### src/bclr_branch_pkg.sv
package bclr_branch_pkg;
	// ***********************************
	// opcode fields
	// ***********************************
	localparam logic [7:0] OPC_BRANCH_ON_CARRY = 8'he2;
	localparam logic [3:0] OPC_CLEAR_REG_BIT = 4'h9;
	localparam int OPC_HI_POS = 8;
	localparam int BIT_SEL_POS = 9;
	localparam int ACCESS_SEL_POS = 8;
	localparam logic [7:0] INDEXED_LIMIT = 8'h5f;
	localparam logic [7:0] ACCESS_SPLIT_STD = 8'h80;
	localparam logic [7:0] ACCESS_SPLIT_EXT = 8'h60;
	localparam logic [3:0] ACCESS_HIGH_BANK = 4'hf;
	localparam logic [3:0] ACCESS_LOW_BANK = 4'h0;
	localparam int DATA_ADDR_W = 12;

	// ***********************************
	// instruction cycle timing
	// ***********************************
	localparam int QUARTERS = 4;
	localparam int CLK_PERIOD_NS = 10;
	localparam int QUARTER_NS = 10;
	localparam int QUARTER_CLKS = (QUARTER_NS + CLK_PERIOD_NS - 1) / CLK_PERIOD_NS;

	// ***********************************
	// register map (byte addresses)
	// ***********************************
	localparam logic [7:0] REG_CTRL = 8'h00;
	localparam logic [7:0] REG_BANK = 8'h04;
	localparam logic [7:0] REG_INDEX_BASE = 8'h08;
	localparam logic [7:0] REG_STATUS = 8'h0c;
	localparam int CTRL_EXT_POS = 0;
	localparam int CTRL_EXEC_POS = 1;
	localparam logic [1:0] CTRL_RESET = 2'h2;
	localparam logic [3:0] BANK_RESET = 4'h0;
	localparam logic [11:0] INDEX_BASE_RESET = 12'h000;
	localparam logic [1:0] RESP_OKAY = 2'h0;
	localparam logic [1:0] RESP_SLVERR = 2'h2;

	typedef enum logic [3:0] {
		S_IDLE = 4'b0001,
		S_BRANCH = 4'b0010,
		S_CLEAR = 4'b0100,
		S_FLUSH = 4'b1000
	} exec_state_t;

	typedef enum logic [2:0] {
		R_CTRL,
		R_BANK,
		R_INDEX,
		R_STATUS,
		R_NONE
	} reg_sel_t;
endpackage

### src/carry_branch_and_bit_clear_exec.sv
// Our own choices: the placing of the registers and the AXI4-Lite register port.
`timescale 1ns/1ps
// Summary of operation
// [RULE1] opcode E2 plus offset branches only when carry is one; flags untouched.
// [RULE2] taken target is the incremented counter plus twice the signed offset.
// [RULE3] not taken: one cycle; taken: counter written in Q4, then one empty cycle.
// [RULE4] opcode 9 with bit index, access bit, address clears that register bit.
// [RULE5] access bit zero selects the fixed access bank.
// [RULE6] access bit one joins bank select with the address.
// [RULE7] access zero, extended set on, address up to 5F: indexed literal offset.
// [RULE8] bit clear is read, modify, write within one cycle, no flags changed.
module carry_branch_and_bit_clear_exec import bclr_branch_pkg::*; #(
	parameter int PC_W = 21
) (
	// clock and reset
	input wire logic clk,
	input wire logic rst_b,
	// instruction from fetch
	input wire logic [15:0] instr,
	input wire logic instrValid,
	input wire logic carryFlag,
	input wire logic [PC_W-1:0] pcNext,
	output logic fetchStall,
	output logic instrTaken,
	// program counter load
	output logic pcLoad,
	output logic [PC_W-1:0] pcTarget,
	// data memory
	output logic [DATA_ADDR_W-1:0] memAddr,
	output logic memRd,
	input wire logic [7:0] memRdata,
	output logic memWr,
	output logic [7:0] memWdata,
	// axi4-lite register slave
	input wire logic [7:0] s_axi_awaddr,
	input wire logic s_axi_awvalid,
	output logic s_axi_awready,
	input wire logic [31:0] s_axi_wdata,
	input wire logic [3:0] s_axi_wstrb,
	input wire logic s_axi_wvalid,
	output logic s_axi_wready,
	output logic [1:0] s_axi_bresp,
	output logic s_axi_bvalid,
	input wire logic s_axi_bready,
	input wire logic [7:0] s_axi_araddr,
	input wire logic s_axi_arvalid,
	output logic s_axi_arready,
	output logic [31:0] s_axi_rdata,
	output logic [1:0] s_axi_rresp,
	output logic s_axi_rvalid,
	input wire logic s_axi_rready
);
	initial begin
		if (PC_W < 10 || PC_W > 32) $error("PC_W must lie in 10..32");
	end

	// ***********************************
	// helpers
	// ***********************************
	function automatic reg_sel_t decodeReg(input logic [7:0] a);
		case (a)
			REG_CTRL: decodeReg = R_CTRL;
			REG_BANK: decodeReg = R_BANK;
			REG_INDEX_BASE: decodeReg = R_INDEX;
			REG_STATUS: decodeReg = R_STATUS;
			default: decodeReg = R_NONE;
		endcase
	endfunction

	function automatic logic [31:0] mergeStrb(input logic [31:0] old, input logic [31:0] nw,
			input logic [3:0] strb);
		mergeStrb = old;
		for (int i = 0; i < 4; i++) begin
			if (strb[i]) mergeStrb[8*i +: 8] = nw[8*i +: 8];
		end
	endfunction

	// operand address for the bit clear, in the three addressing modes
	function automatic logic [DATA_ADDR_W-1:0] operandAddr(input logic [7:0] f, input logic acc,
			input logic ext, input logic [3:0] bank, input logic [11:0] base);
		if (acc) begin
			operandAddr = {bank, f}; // [RULE6]
		end else if (ext && f <= INDEXED_LIMIT) begin
			operandAddr = base + {4'h0, f}; // [RULE7]
		end else if (f >= (ext ? ACCESS_SPLIT_EXT : ACCESS_SPLIT_STD)) begin
			operandAddr = {ACCESS_HIGH_BANK, f}; // [RULE5]
		end else begin
			operandAddr = {ACCESS_LOW_BANK, f}; // [RULE5]
		end
	endfunction

	// ***********************************
	// state
	// ***********************************
	typedef struct packed {
		exec_state_t state;
		logic [15:0] ir;
		logic carry;
		logic [PC_W-1:0] pcBase;
		logic taken;
		logic lastTaken;
		logic [7:0] branchCnt;
		logic [7:0] clearCnt;
		logic stall;
		logic take;
		logic pcLoad;
		logic [PC_W-1:0] pcTarget;
		logic [DATA_ADDR_W-1:0] memAddr;
		logic memRd;
		logic memWr;
		logic [7:0] memWdata;
		logic [7:0] rdSeen;
		logic [1:0] ctrl;
		logic [3:0] bank;
		logic [11:0] idxBase;
		logic awReady;
		logic awHeld;
		logic [7:0] awAddr;
		logic wReady;
		logic wHeld;
		logic [31:0] wData;
		logic [3:0] wStrb;
		logic bValid;
		logic [1:0] bResp;
		logic arReady;
		logic rValid;
		logic [31:0] rData;
		logic [1:0] rResp;
	} exec_st_t;

	exec_st_t st_q, st_d;
	logic [QUARTERS-1:0] q;

	quarter_phase_gen #(.DIV(QUARTER_CLKS)) u_phase (
		.clk(clk),
		.rst_b(rst_b),
		.qPulse(q)
	);

	// ***********************************
	// next state
	// ***********************************
	always_comb begin
		logic [31:0] cur;
		logic [31:0] nw;
		logic [2:0] bsel;
		cur = '0;
		nw = '0;
		bsel = st_q.ir[BIT_SEL_POS +: 3];
		st_d = st_q;
		st_d.pcLoad = 1'b0;
		st_d.take = 1'b0;

		case (st_q.state)
			S_IDLE: begin
				st_d.stall = 1'b0;
				if (q[0] && instrValid && st_q.ctrl[CTRL_EXEC_POS]) begin
					st_d.ir = instr;
					st_d.carry = carryFlag;
					st_d.pcBase = pcNext;
					if (instr[15:OPC_HI_POS] == OPC_BRANCH_ON_CARRY) begin
						st_d.state = S_BRANCH; // [RULE1]
						st_d.take = 1'b1;
					end else if (instr[15:12] == OPC_CLEAR_REG_BIT) begin
						st_d.state = S_CLEAR; // [RULE4]
						st_d.take = 1'b1;
					end
				end
			end
			S_BRANCH: begin
				if (q[2]) begin
					st_d.taken = st_q.carry; // [RULE1]
					st_d.pcTarget = st_q.pcBase + {{(PC_W-9){st_q.ir[7]}}, st_q.ir[7:0], 1'b0}; // [RULE2]
				end
				if (q[3]) begin
					st_d.lastTaken = st_q.taken;
					st_d.branchCnt = st_q.branchCnt + 8'h01;
					if (st_q.taken) begin
						st_d.pcLoad = 1'b1; // [RULE3]
						st_d.stall = 1'b1;
						st_d.state = S_FLUSH;
					end else begin
						st_d.state = S_IDLE; // [RULE3]
					end
				end
			end
			S_CLEAR: begin
				if (q[1]) begin
					st_d.memAddr = operandAddr(st_q.ir[7:0], st_q.ir[ACCESS_SEL_POS],
						st_q.ctrl[CTRL_EXT_POS], st_q.bank, st_q.idxBase);
					st_d.memRd = 1'b1; // [RULE8]
				end
				if (q[2]) begin
					// only the selected bit changes; the rest is written back as read
					st_d.rdSeen = memRdata;
					st_d.memWdata = memRdata & ~(8'h01 << bsel); // [RULE4]
					st_d.memRd = 1'b0;
					st_d.memWr = 1'b1; // [RULE8]
				end
				if (q[3]) begin
					st_d.memWr = 1'b0;
					st_d.clearCnt = st_q.clearCnt + 8'h01;
					st_d.state = S_IDLE;
				end
			end
			S_FLUSH: begin
				// the fetched word behind a taken branch is discarded here
				if (q[3]) begin
					st_d.stall = 1'b0;
					st_d.state = S_IDLE; // [RULE3]
				end
			end
			default: begin
				st_d.state = S_IDLE;
				st_d.stall = 1'b0;
				st_d.memRd = 1'b0;
				st_d.memWr = 1'b0;
			end
		endcase

		// register writes: address and data may arrive in either order
		if (s_axi_awvalid && st_q.awReady) begin
			st_d.awHeld = 1'b1;
			st_d.awAddr = s_axi_awaddr;
			st_d.awReady = 1'b0;
		end
		if (s_axi_wvalid && st_q.wReady) begin
			st_d.wHeld = 1'b1;
			st_d.wData = s_axi_wdata;
			st_d.wStrb = s_axi_wstrb;
			st_d.wReady = 1'b0;
		end
		if (st_q.awHeld && st_q.wHeld && !st_q.bValid) begin
			st_d.awHeld = 1'b0;
			st_d.wHeld = 1'b0;
			st_d.bValid = 1'b1;
			st_d.bResp = RESP_OKAY;
			case (decodeReg(st_q.awAddr))
				R_CTRL: begin
					cur = {30'h0, st_q.ctrl};
					nw = mergeStrb(cur, st_q.wData, st_q.wStrb);
					st_d.ctrl = nw[1:0];
				end
				R_BANK: begin
					cur = {28'h0, st_q.bank};
					nw = mergeStrb(cur, st_q.wData, st_q.wStrb);
					st_d.bank = nw[3:0];
				end
				R_INDEX: begin
					cur = {20'h0, st_q.idxBase};
					nw = mergeStrb(cur, st_q.wData, st_q.wStrb);
					st_d.idxBase = nw[11:0];
				end
				R_STATUS: st_d.bResp = RESP_OKAY;
				default: st_d.bResp = RESP_SLVERR;
			endcase
		end
		if (st_q.bValid && s_axi_bready) begin
			st_d.bValid = 1'b0;
			st_d.awReady = 1'b1;
			st_d.wReady = 1'b1;
		end

		// register reads
		if (s_axi_arvalid && st_q.arReady) begin
			st_d.arReady = 1'b0;
			st_d.rValid = 1'b1;
			st_d.rResp = RESP_OKAY;
			case (decodeReg(s_axi_araddr))
				R_CTRL: st_d.rData = {30'h0, st_q.ctrl};
				R_BANK: st_d.rData = {28'h0, st_q.bank};
				R_INDEX: st_d.rData = {20'h0, st_q.idxBase};
				R_STATUS: st_d.rData = {st_q.clearCnt, st_q.branchCnt, 10'h0, st_q.lastTaken,
					st_q.stall, st_q.state};
				default: begin
					st_d.rData = '0;
					st_d.rResp = RESP_SLVERR;
				end
			endcase
		end
		if (st_q.rValid && s_axi_rready) begin
			st_d.rValid = 1'b0;
			st_d.arReady = 1'b1;
		end
	end

	always_ff @(posedge clk or negedge rst_b) begin
		if (!rst_b) begin
			st_q <= '0;
			st_q.state <= S_IDLE;
			st_q.ctrl <= CTRL_RESET;
			st_q.bank <= BANK_RESET;
			st_q.idxBase <= INDEX_BASE_RESET;
			st_q.awReady <= 1'b1;
			st_q.wReady <= 1'b1;
			st_q.arReady <= 1'b1;
		end else begin
			st_q <= st_d;
		end
	end

	// ***********************************
	// outputs
	// ***********************************
	assign fetchStall = st_q.stall;
	assign instrTaken = st_q.take;
	assign pcLoad = st_q.pcLoad;
	assign pcTarget = st_q.pcTarget;
	assign memAddr = st_q.memAddr;
	assign memRd = st_q.memRd;
	assign memWr = st_q.memWr;
	assign memWdata = st_q.memWdata;
	assign s_axi_awready = st_q.awReady;
	assign s_axi_wready = st_q.wReady;
	assign s_axi_bresp = st_q.bResp;
	assign s_axi_bvalid = st_q.bValid;
	assign s_axi_arready = st_q.arReady;
	assign s_axi_rdata = st_q.rData;
	assign s_axi_rresp = st_q.rResp;
	assign s_axi_rvalid = st_q.rValid;

	// ***********************************
	// checks
	// ***********************************
	a_branch_decode: assert property (@(posedge clk) disable iff (!rst_b) // [RULE1]
		st_q.state == S_IDLE && q[0] && instrValid && st_q.ctrl[CTRL_EXEC_POS]
		&& instr[15:8] == 8'he2 |=> st_q.state == S_BRANCH && st_q.carry == $past(carryFlag))
		else $error("branch on carry not decoded");
	a_no_carry_no_load: assert property (@(posedge clk) disable iff (!rst_b) // [RULE1]
		st_q.state == S_BRANCH && q[3] && !st_q.carry |=> !pcLoad && st_q.state == S_IDLE)
		else $error("branch taken without carry");
	a_target_value: assert property (@(posedge clk) disable iff (!rst_b) // [RULE2]
		pcLoad |-> pcTarget == st_q.pcBase + {{(PC_W-9){st_q.ir[7]}}, st_q.ir[7:0], 1'b0})
		else $error("branch target wrong");
	a_flush_after_load: assert property (@(posedge clk) disable iff (!rst_b) // [RULE3]
		pcLoad |-> fetchStall && st_q.state == S_FLUSH ##1 (!pcLoad throughout (st_q.state == S_FLUSH) [*3]))
		else $error("taken branch lacks empty cycle");
	a_clear_decode: assert property (@(posedge clk) disable iff (!rst_b) // [RULE4]
		st_q.state == S_IDLE && q[0] && instrValid && st_q.ctrl[CTRL_EXEC_POS]
		&& instr[15:12] == 4'h9 |=> st_q.state == S_CLEAR)
		else $error("bit clear not decoded");
	a_clear_bit_zero: assert property (@(posedge clk) disable iff (!rst_b) // [RULE4]
		memWr |-> memWdata[st_q.ir[11:9]] == 1'b0
		&& (memWdata | (8'h01 << st_q.ir[11:9])) == (st_q.rdSeen | (8'h01 << st_q.ir[11:9])))
		else $error("bit clear changed wrong bits");
	a_access_bank: assert property (@(posedge clk) disable iff (!rst_b) // [RULE5]
		memRd && !st_q.ir[8] && !(st_q.ctrl[0] && st_q.ir[7:0] <= 8'h5f)
		|-> memAddr[7:0] == st_q.ir[7:0] && (memAddr[11:8] == 4'h0 || memAddr[11:8] == 4'hf))
		else $error("access bank address wrong");
	a_banked_addr: assert property (@(posedge clk) disable iff (!rst_b) // [RULE6]
		memRd && st_q.ir[8] |-> memAddr == {st_q.bank, st_q.ir[7:0]})
		else $error("banked address wrong");
	a_indexed_addr: assert property (@(posedge clk) disable iff (!rst_b) // [RULE7]
		memRd && !st_q.ir[8] && st_q.ctrl[0] && st_q.ir[7:0] <= 8'h5f
		|-> memAddr == st_q.idxBase + {4'h0, st_q.ir[7:0]})
		else $error("indexed literal address wrong");
	a_rmw_order: assert property (@(posedge clk) disable iff (!rst_b) // [RULE8]
		$rose(memRd) |-> memRd ##1 !memRd && memWr ##1 !memWr && st_q.state == S_IDLE)
		else $error("read-modify-write out of order");
endmodule

### src/quarter_phase_gen.sv
`timescale 1ns/1ps
module quarter_phase_gen import bclr_branch_pkg::*; #(
	parameter int DIV = QUARTER_CLKS
) (
	// clock and reset
	input wire logic clk,
	input wire logic rst_b,
	// one-hot quarter pulses, bit 0 opens the instruction cycle
	output logic [QUARTERS-1:0] qPulse
);
	initial begin
		if (DIV < 1) $error("quarter divider must be at least 1");
	end

	typedef struct packed {
		logic [15:0] cnt;
		logic [QUARTERS-1:0] ring;
		logic [QUARTERS-1:0] pulse;
	} phase_st_t;

	phase_st_t st_q, st_d;

	always_comb begin
		st_d = st_q;
		st_d.pulse = '0;
		if (st_q.cnt == 16'(DIV - 1)) begin
			st_d.cnt = '0;
			st_d.pulse = st_q.ring;
			st_d.ring = {st_q.ring[QUARTERS-2:0], st_q.ring[QUARTERS-1]};
		end else begin
			st_d.cnt = st_q.cnt + 16'h0001;
		end
	end

	always_ff @(posedge clk or negedge rst_b) begin
		if (!rst_b) begin
			st_q <= '{cnt: '0, ring: {{(QUARTERS-1){1'b0}}, 1'b1}, pulse: '0};
		end else begin
			st_q <= st_d;
		end
	end

	assign qPulse = st_q.pulse;

	a_pulse_onehot: assert property (@(posedge clk) disable iff (!rst_b)
		$onehot0(qPulse)) else $error("quarter pulses overlap");
endmodule
### config.mk
export PLATFORM = sky130hd
export DESIGN_NAME = carry_branch_and_bit_clear_exec
export DESIGN_NICKNAME = d
export VERILOG_FILES = /design/src/bclr_branch_pkg.sv /design/src/carry_branch_and_bit_clear_exec.sv /design/src/quarter_phase_gen.sv
export SDC_FILE = /design/constraint.sdc
export NUM_CORES = 1
export LEC_CHECK = 0
export CAP_MARGIN = 20
export CORE_ASPECT_RATIO = 0.8
export CORE_MARGIN = 4
export CORE_UTILIZATION = 54
export DETAILED_ROUTE_END_ITERATION = 12
export DONT_BUFFER_PORTS = 1
export PLACE_DENSITY_LB_ADDON = 0.2
export SETUP_SLACK_MARGIN = 0.3
export SLEW_MARGIN = 20
export SYNTH_ARGS = -nofsm -noshare
export SYNTH_HDL_FRONTEND = slang
export SYNTH_SLANG_ARGS = --single-unit
### constraint.sdc
create_clock -name clk -period 5.9 [get_ports clk]
set_clock_uncertainty 0.05 [all_clocks]
set_input_delay 0.59 -clock clk [delete_from_list [all_inputs] [get_ports clk]]
set_output_delay 0.59 -clock clk [all_outputs]
set_load 0.05 [all_outputs]
==> results of run 1 <==
==> cell families after synthesis <==
logic type	Yosys count	share of synthesized area (%)
xor gates and xnor gates	50	4.26
and+or+nand+nor	238	11.9
other	1	0.0365
AOI/OAI and AO/OA	189	11.9
buffers and inverters	133	7.84
adders and majority gates	36	4.53
DFF	203	49.5
muxes	88	10.1
==> Yosys cell counts, types with 6 or more instances <==
cell type,number,area [µm²]
dfrtp_1,197,4930
nand2_1,93,349
buf_4,78,586
mux2_2,72,811
o21ai_0,63,315
a21oi_1,37,185
nor2_1,35,131
ha_1,34,425
xnor2_1,33,289
a22o_1,24,210
inv_1,24,90.1
clkbuf_1,20,75.1
xor2_1,17,149
nand3_1,16,80.1
and3_1,15,93.8
nand4_1,14,87.6
and2_1,10,62.6
buf_2,10,50.1
nor3_1,10,50.1
mux2_4,8,120
nor2b_1,8,50.1
a211oi_1,7,52.6
a31oi_1,7,43.8
o211ai_1,7,52.6
o31ai_1,7,52.6
dfstp_2,6,158
mux2i_1,6,60.1
nor4_1,6,37.5
==> metrics by stage <==
step / hold WS (ns) / total power [W] / setup WS [ns] / cells / utilization, %
3_3_place_gp: 0.256 / 0.00184 / 3.21 / 1088 / 53.7
6_report: 0.0135 / 0.00322 / 3.12 / 1129 / 57.8
2_1_floorplan: 0.244 / 0.00181 / 3.56 / 943 / -
3_5_place_dp: 0.257 / 0.00186 / 3.16 / 1088 / 53.7
5_1_grt: 0.0778 / 0.00335 / 2.91 / 1129 / 57.8
4_1_cts: 0.0805 / 0.00325 / 3.14 / 1127 / 57.8
==> layer usage <==
metal / GRT usage [%] / part of all wire (%) / vias to the layer above
met1: 29.4 / 45 / 3301
met3: 5.73 / 7.4 / 48
met2: 31.3 / 45 / 233
li1: - / - / 3099
met4: 5.35 / 2.2 / 4
met5: 0 / 0.12 / -
==> critical path: stages, from the launching register on <==
cell,delay (ns)
dfstp_2,0.72
nand2_1,0.65
and3b_1,0.50
and3_1,0.56
a22o_1,0.21
==> sequential cells by signal (all words and copies together) (netlist names) <==
register	count
s_axi_arready	1
s_axi_bvalid	1
s_axi_wready	1
pcLoad	1
instrTaken	1
pcTarget	21
u_phase.qPulse	4
memAddr	12
s_axi_awready	1
s_axi_rresp	1
s_axi_rdata	28
fetchStall	1
u_phase.st_q	20
s_axi_rvalid	1
memWr	1
s_axi_bresp	1
st_q	98
memWdata	8
memRd	1
==> final cells by class <==
| type | instances | area [µm²] | area share [%] |
|---|---|---|---|
| inverters | 24 | 90.1 | 0.845 |
| well taps | 253 | 317 | 2.97 |
| repair buffers | 2 | 35.0 | 0.329 |
| clock buffers | 30 | 619 | 5.81 |
| clock inverters | 8 | 97.6 | 0.916 |
| diodes | 2 | 5.00 | 0.0470 |
| flip-flops and latches | 203 | 5090 | 47.7 |
| multi-input cells | 607 | 4410 | 41.3 |
==> how the worst min path moves through the flow <==
stage                                endpoint  cells after the start
global placement        st_q[191]$_DFFE_PN0P_                      0
detailed placement   pcTarget[17]$_DFFE_PN0P_                      0
floorplan              fetchStall$_DFFE_PN0P_                      0
global route        s_axi_arready$_DFFE_PN1P_                      1
CTS                  s_axi_wready$_DFFE_PN1P_                      1
finish               pcTarget[17]$_DFFE_PN0P_                      1
==> power groups by stage <==
stage          Clock [W]  Sequential, W  Combinational (W)
2_1_floorplan          0        0.00162           0.000191
3_3_place_gp           0        0.00166           0.000175
3_5_place_dp           0        0.00167           0.000186
4_1_cts          0.00139        0.00164           0.000215
5_1_grt          0.00146        0.00166           0.000238
6_report         0.00137        0.00164           0.000210
==> impl_results.md, run 1 <==
- Top_reg_cell synth: dfrtp_1
- Final #Nets: 1,001
- Comb pwr share: 6.5%
- Fmax: 360 MHz
- Proportion of layout cells with a drive suffix above 1: 15.4%
- Final hold vios: 0
- Number of global-route vias before repair: 6,688
- DP HPWL: 16,400 µm
- Post-synthesis sequential area ratio: 49.5%
- Fillers: 1,491
- Crit share post-route: 47.1%
- Clock root cell: clkbuf_16
- Core Area: 18,400 µm²
- Total CTS buffers: 21
- NetSw: 0.000790 W
- Vias: 6,685
- Critical Path RT: 6.28 ns
- Antenna violations before repair: 4
- Switching share of power: 24.5%
- Cell Area, Synth: 10,300 µm²
- Flop pwr share: 51.0%
- Worst Max-Slew Pin Slew: 1.08 ns
- Reg-to-reg critical path endpoint: s_axi_rdata[30]$_DFFE_PN0P_
- Pin count of the biggest net entering global routing: 204
- Critical path endpoint: s_axi_rdata[30]$_DFFE_PN0P_
- Commonest cells after routing, fill and taps aside: dfrtp_1, nand2_1, mux2_2
- Initial Util: 55.7%
- Unrepaired setup endpoints after global routing: no
- Layout area overhead: 3.68%
- Synth Register Bits: 203
- Area post-placement: 9910 µm²
- DRC errors left: 0
- Post-CTS setup buffers: 0
- Status: completed
- CTS Buffer Depth: 3
- Worst-path maximum fanout: 30
- Setup Crit Path Kind: reg -> reg
- # rows: 44
- CTS hold repair buffers: 1
- GRT Residual Overflow: 0
- Max Slew Vio Count: 0
- Total negative slack: 0 ns
- Antenna Nets Post-Route: 0
- Max-cap violations: 0
- Commonest non-fill, non-tap cell in the layout: dfrtp_1
- Worst R2R Setup Slack: 3.12 ns
- Slew HR: 27.8%
- First-pass GRT wire length: 36,300 µm
- Worst skew pair latency: 0.50 ns
- Peak supply drop: 0.343 mV
- Pwr dens: 302 nW/µm²
- Number of DRC markers in iteration 0: 603
- Final min period: 2.78 ns
- CTS Sinks: 203
- Post-synth EDFFs: 0
- Worst-path clk slew: 0.06 ns
- Post-CTS sizing: 0
- Routed wire length: 22,500 µm
- CTS tree: done
- Internal power: 0.00243 W
- Final Setup Violations: 0
- Crit. End Element: flip-flop
- Fin area: 10,700 µm²
- # port buffers: 0
- Gate Count Post-Synth: 938
- # H-tree levels: 1
- Startpoint types: flip-flop
- Syn. warnings: 0
- FFs w/ async S/R, synth: 100%
- Pleak: 4.96 nW
- Reg2reg path depth: 4
- Critical path startpoint: s_axi_arready$_DFFE_PN1P_
- Die height: 131 µm
- WP data arrival: 3.16 ns
- Placer Congestion: 0.919
- R2R Path Start: s_axi_arready$_DFFE_PN1P_
- Mean post-synth cell area: 11.0 µm²
- Die X-Extent: 162 µm
- Tot GR Track Use: 20.6%
- Wire length per cell: 20.0 µm
- Pre-antenna DRT Iters: 5
- Vias per Instance: 5.92
- Die area: 21,300 µm²
- Synth unique cells: 71
- Type of the most critical hold path: in -> async
- Ports: 193
- Clk network pwr share: 42.4%
Power figures use the tool's default switching activity.
==> run 2, diff against run 1 <==
==> constraint.sdc (replaced) <==
create_clock -name clk -period 2.5 [get_ports clk]
set_clock_uncertainty 0.05 [all_clocks]
set_input_delay 0.25 -clock clk [delete_from_list [all_inputs] [get_ports clk]]
set_output_delay 0.25 -clock clk [all_outputs]
set_load 0.05 [all_outputs]
==> impl_results.md, run 2 (synthesis results as in run 1) <==
- Final hold vios: 203 (+203)
- Worst-path clk slew: 0.07 ns (about the same)
- Proportion of layout cells with a drive suffix above 1: 24.5% (+9.0 points)
- Max Slew Vio Count: 0 (unchanged)
- WP data arrival: 2.72 ns (-0.44 ns)
- Worst-path maximum fanout: 7 (-77%)
- Minimum hold slack: -0.598 ns (-0.611 ns)
- Vias per Instance: 5.88 (-0.65%)
- Ports: 193 (unchanged)
- Status: complete, but fails checks
- Setup Crit Path Kind: reg -> reg
- Crit. End Element: flip-flop
- Clock root cell: clkbuf_16
- Area of the multi-input gates: 4840 µm² (+9.9%)
- Final min period: 2.34 ns (-0.438 ns)
- Layout Cells excl Fill: 1,247 (+10%)
- Commonest non-fill, non-tap cell in the layout: dfrtp_1
- Die area: 21,300 µm² (unchanged)
- Number of global-route vias before repair: 7,359 (+10%)
- DP HPWL: 16,500 µm (+0.79%)
- GRT Residual Overflow: 0 (unchanged)
- Fmax: 427 MHz (+19%)
- Placer Congestion: 0.934 (+1.7%)
- Die X-Extent: 162 µm (unchanged)
- # port buffers: 0 (unchanged)
- Commonest cells after routing, fill and taps aside: dfrtp_1, nand2_1, dlygate4sd3_1
- Register cell area after layout: 5100 µm² (+0.32%)
- # H-tree levels: 1 (unchanged)
- Max-cap violations: 0 (unchanged)
- Core Area: 18,400 µm² (unchanged)
- Failing checks: negative hold slack
- Critical Path RT: 2.88 ns (-3.40 ns)
- Pleak: 5.48 nW (+11%)
- Tot GR Track Use: 22.4% (+1.8 points)
- Largest Register: st_q
- Final core utilization: 66.3% (+8.5 points)
- Initial Util: 55.7% (unchanged)
- Layout area overhead: 19.0%
- Antenna Nets Post-Route: 0 (unchanged)
- CTS tree: done
- CTS Buffer Depth: 3 (unchanged)
- Antenna violations before repair: 1 (-3)
- Pwr dens: 630 nW/µm² (+110%)
- Total negative slack: 0 ns (unchanged)
- Pre-antenna DRT Iters: 6 (+1)
- Wire length per cell: 20.1 µm (+0.63%)
- Slew HR: 56.2% (+28 points)
- Routed wire length: 25,100 µm (+11%)
- Area post-placement: 10,000 µm² (+1.4%)
- Vias: 7,336 (+9.7%)
- Worst R2R Setup Slack: 0.16 ns (-2.96 ns)
- Startpoint types: flip-flop
- Final #Nets: 1,120 (+12%)
- First-pass GRT wire length: 39,400 µm (+8.4%)
- Number of DRC markers in iteration 0: 569 (-5.6%)
- Fin area: 12,200 µm² (+15%)
- Die height: 131 µm (unchanged)
- Placed cells: 1,104 (+1.5%)
- CTS hold repair buffers: 80 (+79)
- Worst skew pair latency: 0.50 ns (about the same)
- Total CTS buffers: 22 (+4.8%)
- Fillers: 1,351 (-9.4%)
- Pin count of the biggest net entering global routing: 204 (unchanged)
- Max reg flops: 98 (unchanged)
- Worst Max-Slew Pin Slew: 0.656 ns (-0.428 ns)
- Crit share post-route: 93.6% (+47 points)
- Type of the most critical hold path: in -> async
- CTS Sinks: 203 (unchanged)
- # rows: 44 (unchanged)
- Peak supply drop: 0.645 mV (+88%)
- Final Setup Violations: 0 (unchanged)
- Unrepaired setup endpoints after global routing: yes
- DRC errors left: 0 (unchanged)
-- run 2: critical path, stage by stage (launching register included) --
cell and delay [ns]:
dfrtp_4 0.50, buf_12 0.16, ha_4 0.31, nand4_1 0.15, o22ai_1 0.23, a211oi_2 0.08
o31a_1 0.19, or4_1 0.49, nand3_1 0.10
-- run 2: worst paths after layout --
kind / from / end / cells after the start
max: st_q[206]$_DFFE_PN0P_ / pcTarget[16]$_DFFE_PN0P_ / 8
min: rst_b / st_q[191]$_DFFE_PN0P_ / 0
max reg2reg: st_q[206]$_DFFE_PN0P_ / pcTarget[16]$_DFFE_PN0P_ / 8
min reg2reg: st_q[174]$_DFFE_PN0P_ / st_q[174]$_DFFE_PN0P_ / 1
max in group asynchronous: rst_b / s_axi_arready$_DFFE_PN1P_ / 0
min in group clk: s_axi_araddr[2] / s_axi_rdata[3]$_DFFE_PN0P_ / 2
-- run 2: area by class of cell --
class                           count  area share [%]
Sequential cell                   203            41.7
Multi-Input combinational cell    607            39.6
Timing Repair Buffer              120            9.45
Clock buffer                       33            5.42
Tap cell                          253            2.59
Inverter                           24           0.736
Clock inverter                      6           0.470
Antenna cell                        1          0.0205
-- run 2: layer usage --
metal | GRT usage (%) | vias to the layer above | share of wire, %
li1 | - | 3349 | -
met1 | 30.7 | 3628 | 43
met2 | 36.0 | 301 | 47
met3 | 5.01 | 58 | 6.9
met4 | 6.34 | 0 | 2.9
met5 | 0 | - | 0
-- run 2: power breakdown --
group          switching [W]  total, W  internal [W]  leakage [nW]
Combinational       0.000259  0.000632      0.000373          2.44
Sequential          0.000306   0.00385       0.00355          2.69
Clock                0.00130   0.00323       0.00193         0.355
-- run 2: metrics by stage --
stage	setup WS, ns	power [W]	hold slack (ns)
2_1_floorplan	0.312	0.00428	-0.0956
3_3_place_gp	0.108	0.00435	-0.0851
3_5_place_dp	0.0837	0.00439	-0.0841
4_1_cts	0.285	0.00775	-0.619
5_1_grt	0.118	0.00801	-0.624
6_report	0.160	0.00771	-0.598
-- run 2: repair_timing --
item	CTS	global route
pin swaps	14	31
endpoints found under the setup margin	15	25
buffers inserted	13	10
resized for setup	42	59
hold endpoints to repair	283	203
==> run 3, diff against run 2 <==
--- a/config.mk
+++ b/config.mk
@@ -6,9 +6,11 @@
 export NUM_CORES = 1
 export LEC_CHECK = 0
 export CAP_MARGIN = 20
+export CELL_PAD_IN_SITES_DETAIL_PLACEMENT = 1
+export CELL_PAD_IN_SITES_GLOBAL_PLACEMENT = 1
 export CORE_ASPECT_RATIO = 0.8
 export CORE_MARGIN = 4
-export CORE_UTILIZATION = 54
+export CORE_UTILIZATION = 45
 export DETAILED_ROUTE_END_ITERATION = 12
 export DONT_BUFFER_PORTS = 1
 export PLACE_DENSITY_LB_ADDON = 0.2
==> impl_results.md, run 3 (synthesis results as in run 1) <==
- # H-tree levels: 1 (unchanged)
- Vias per Instance: 5.67 (-3.5%)
- WP depth: 8 (unchanged)
- Antenna violations before repair: 2 (+1)
- Clock root cell: clkbuf_16
- Die area: 25,300 µm² (+19%)
- Worst-path maximum fanout: 8 (+1)
- Slew HR: 53.4% (-2.8 points)
- Max reg flops: 98 (unchanged)
- Core Area: 22,500 µm² (+22%)
- Setup Crit Path Kind: reg -> reg
- Die height: 143 µm (+9.0%)
- Critical Path RT: 2.86 ns (-0.02 ns)
- Reg2reg path depth: 8 (unchanged)
- Final min period: 2.37 ns (+0.0300 ns)
- CTS Buffer Depth: 3 (unchanged)
- Max Slew Vio Count: 0 (unchanged)
- Area post-placement: 10,100 µm² (+0.89%)
- Register cell area after layout: 5100 µm² (-0.15%)
- Critical path startpoint: st_q[206]$_DFFE_PN0P_
- Worst skew pair latency: 0.51 ns (about the same)
- CTS Sinks: 203 (unchanged)
- Startpoint types: flip-flop
- Largest Register: st_q
- Number of global-route vias before repair: 8,124 (+10%)
- Placer Congestion: 0.820 (-12%)
- Pwr dens: 626 nW/µm² (-0.70%)
- Minimum hold slack: -0.602 ns (-0.00376 ns)
- Worst-path clk slew: 0.06 ns (about the same)
- Pleak: 5.58 nW (+1.9%)
- Commonest non-fill, non-tap cell in the layout: dfrtp_1
- R2R Path Start: st_q[206]$_DFFE_PN0P_
- Number of DRC markers in iteration 0: 476 (-16%)
- Commonest cells after routing, fill and taps aside: dfrtp_1, nand2_1, dlygate4sd3_1
- Fmax: 422 MHz (-1.3%)
- Initial Util: 45.7% (-10 points)
- Total CTS buffers: 23 (+4.5%)
- Layout area overhead: 22.7%
- Pin count of the biggest net entering global routing: 204 (unchanged)
- DP HPWL: 18,800 µm (+14%)
- Tot GR Track Use: 23.0% (+0.67 points)
- Die X-Extent: 177 µm (+9.1%)
- CTS tree: done
- Total power: 0.00789 W (+2.4%)
- Crit share post-route: 94.8% (+1.2 points)
- Peak supply drop: 0.531 mV (-18%)
- Routed wire length: 30,600 µm (+22%)
- Area of the multi-input gates: 5010 µm² (+3.5%)
- Final hold vios: 203 (unchanged)
- DRC errors left: 0 (unchanged)
- First-pass GRT wire length: 46,400 µm (+18%)
- # port buffers: 0 (unchanged)
- Vias: 7,490 (+2.1%)
- Fin area: 12,600 µm² (+3.1%)
- Crit path max-delay cell type: dfrtp_2
- Status: complete, but fails checks
- Crit. End Element: flip-flop
- Final Setup Violations: 0 (unchanged)
- Max stage delay on crit path: 0.53 ns (+0.03 ns)
- Antenna Nets Post-Route: 0 (unchanged)
- Crit path buffers/inverters: 1 (unchanged)
- WP data arrival: 2.73 ns (about the same)
- Fillers: 2,331 (+73%)
- Ports: 193 (unchanged)
- Type of the most critical hold path: in -> async
- Pre-antenna DRT Iters: 5 (-1)
- Worst Max-Slew Pin Slew: 0.698 ns (+0.0417 ns)
- Crit-path cells: ha_4, buf_4, o211ai_1, nor2_2, o21ai_2, a311oi_2, nor3_1, o31ai_2
- Wire length per cell: 23.2 µm (+15%)
- Final #Nets: 1,138 (+1.6%)
- Unrepaired setup endpoints after global routing: yes
- Proportion of layout cells with a drive suffix above 1: 27.6% (+3.1 points)
- GRT Residual Overflow: 0 (unchanged)
- Failing checks: negative hold slack
- # rows: 49 (+11%)
- Delay-heaviest family, CP: compound AO/OA/AOI/OAI gates
- Max-cap violations: 0 (unchanged)
## run 3: cell types whose count changed in the layout (fill, tap and decap cells not counted), moves of 4 or more
cell / delta
buf_4: +15
dfrtp_1: +4
buf_6: +4
ha_4: +5
## run 3: what timing repair did
| item | 4_1_cts | 5_1_grt |
|---|---|---|
| setup buffers | 18 | 18 |
| pin swaps | 23 | 29 |
| gates resized for setup | 59 | 73 |
| hold buffers | 80 | 1 |
| setup endpoints to repair | 19 | 46 |
| hold endpoints to repair | 281 | 207 |
## run 3: stage by stage
step                utilization [%]  TNS, ns  setup slack, ns  instances
CTS                            53.9        0            0.264       1299
global route                   56.0        0           0.0224       1320
detailed placement             45.0  -0.0294          -0.0294       1160
global placement               45.0        0           0.0938       1160
floorplan                         -        0            0.312        943
finish                         56.0        0            0.130       1320
## run 3: power breakdown
group | switching (W) | leakage (nW) | internal (W)
clock | 0.00138 | 0.367 | 0.00201
sequential | 0.000315 | 2.69 | 0.00355
combinational | 0.000270 | 2.53 | 0.000378
total | 0.00196 | 5.58 | 0.00593
## run 3: final cells by class
type	count	share of cell area, %
timing repair buffer	137	10.1
multi-input combinational	607	39.7
clock inverter	9	0.883
sequential	203	40.4
tap	306	3.04
antenna	2	0.0397
inverter	24	0.714
clock buffer	32	5.07
## run 3: worst register-to-register path, delay by kind of cell (launching register included)
family,cells,cell delay [ns]
AO/OA/AOI/OAI,4,0.83
flip-flops,1,0.53
AND/OR/NAND/NOR,2,0.38
adder cells (fa/ha/maj),1,0.36
buffers and inverters,1,0.12
## run 3: final timing paths
path | end | slack, ns
min in group clk | s_axi_rdata[0]$_DFFE_PN0P_ | 0.04
hold reg to reg | st_q[174]$_DFFE_PN0P_ | 0.42
setup / recovery | pcTarget[13]$_DFFE_PN0P_ | 0.13
max in group asynchronous | st_q[104]$_DFFE_PN1P_ | 2.64
hold / removal | st_q[172]$_DFFE_PN0P_ | -0.60
setup reg to reg | pcTarget[13]$_DFFE_PN0P_ | 0.13
## run 3: metal layers
metal  global-route usage [%]  up-vias  routed length (µm)
li1                         -     3368                   -
met1                     29.4     3853               12800
met2                     40.2      215               15400
met3                     4.53       54                1640
met4                     6.59        0                 726
met5                        0        -                   0
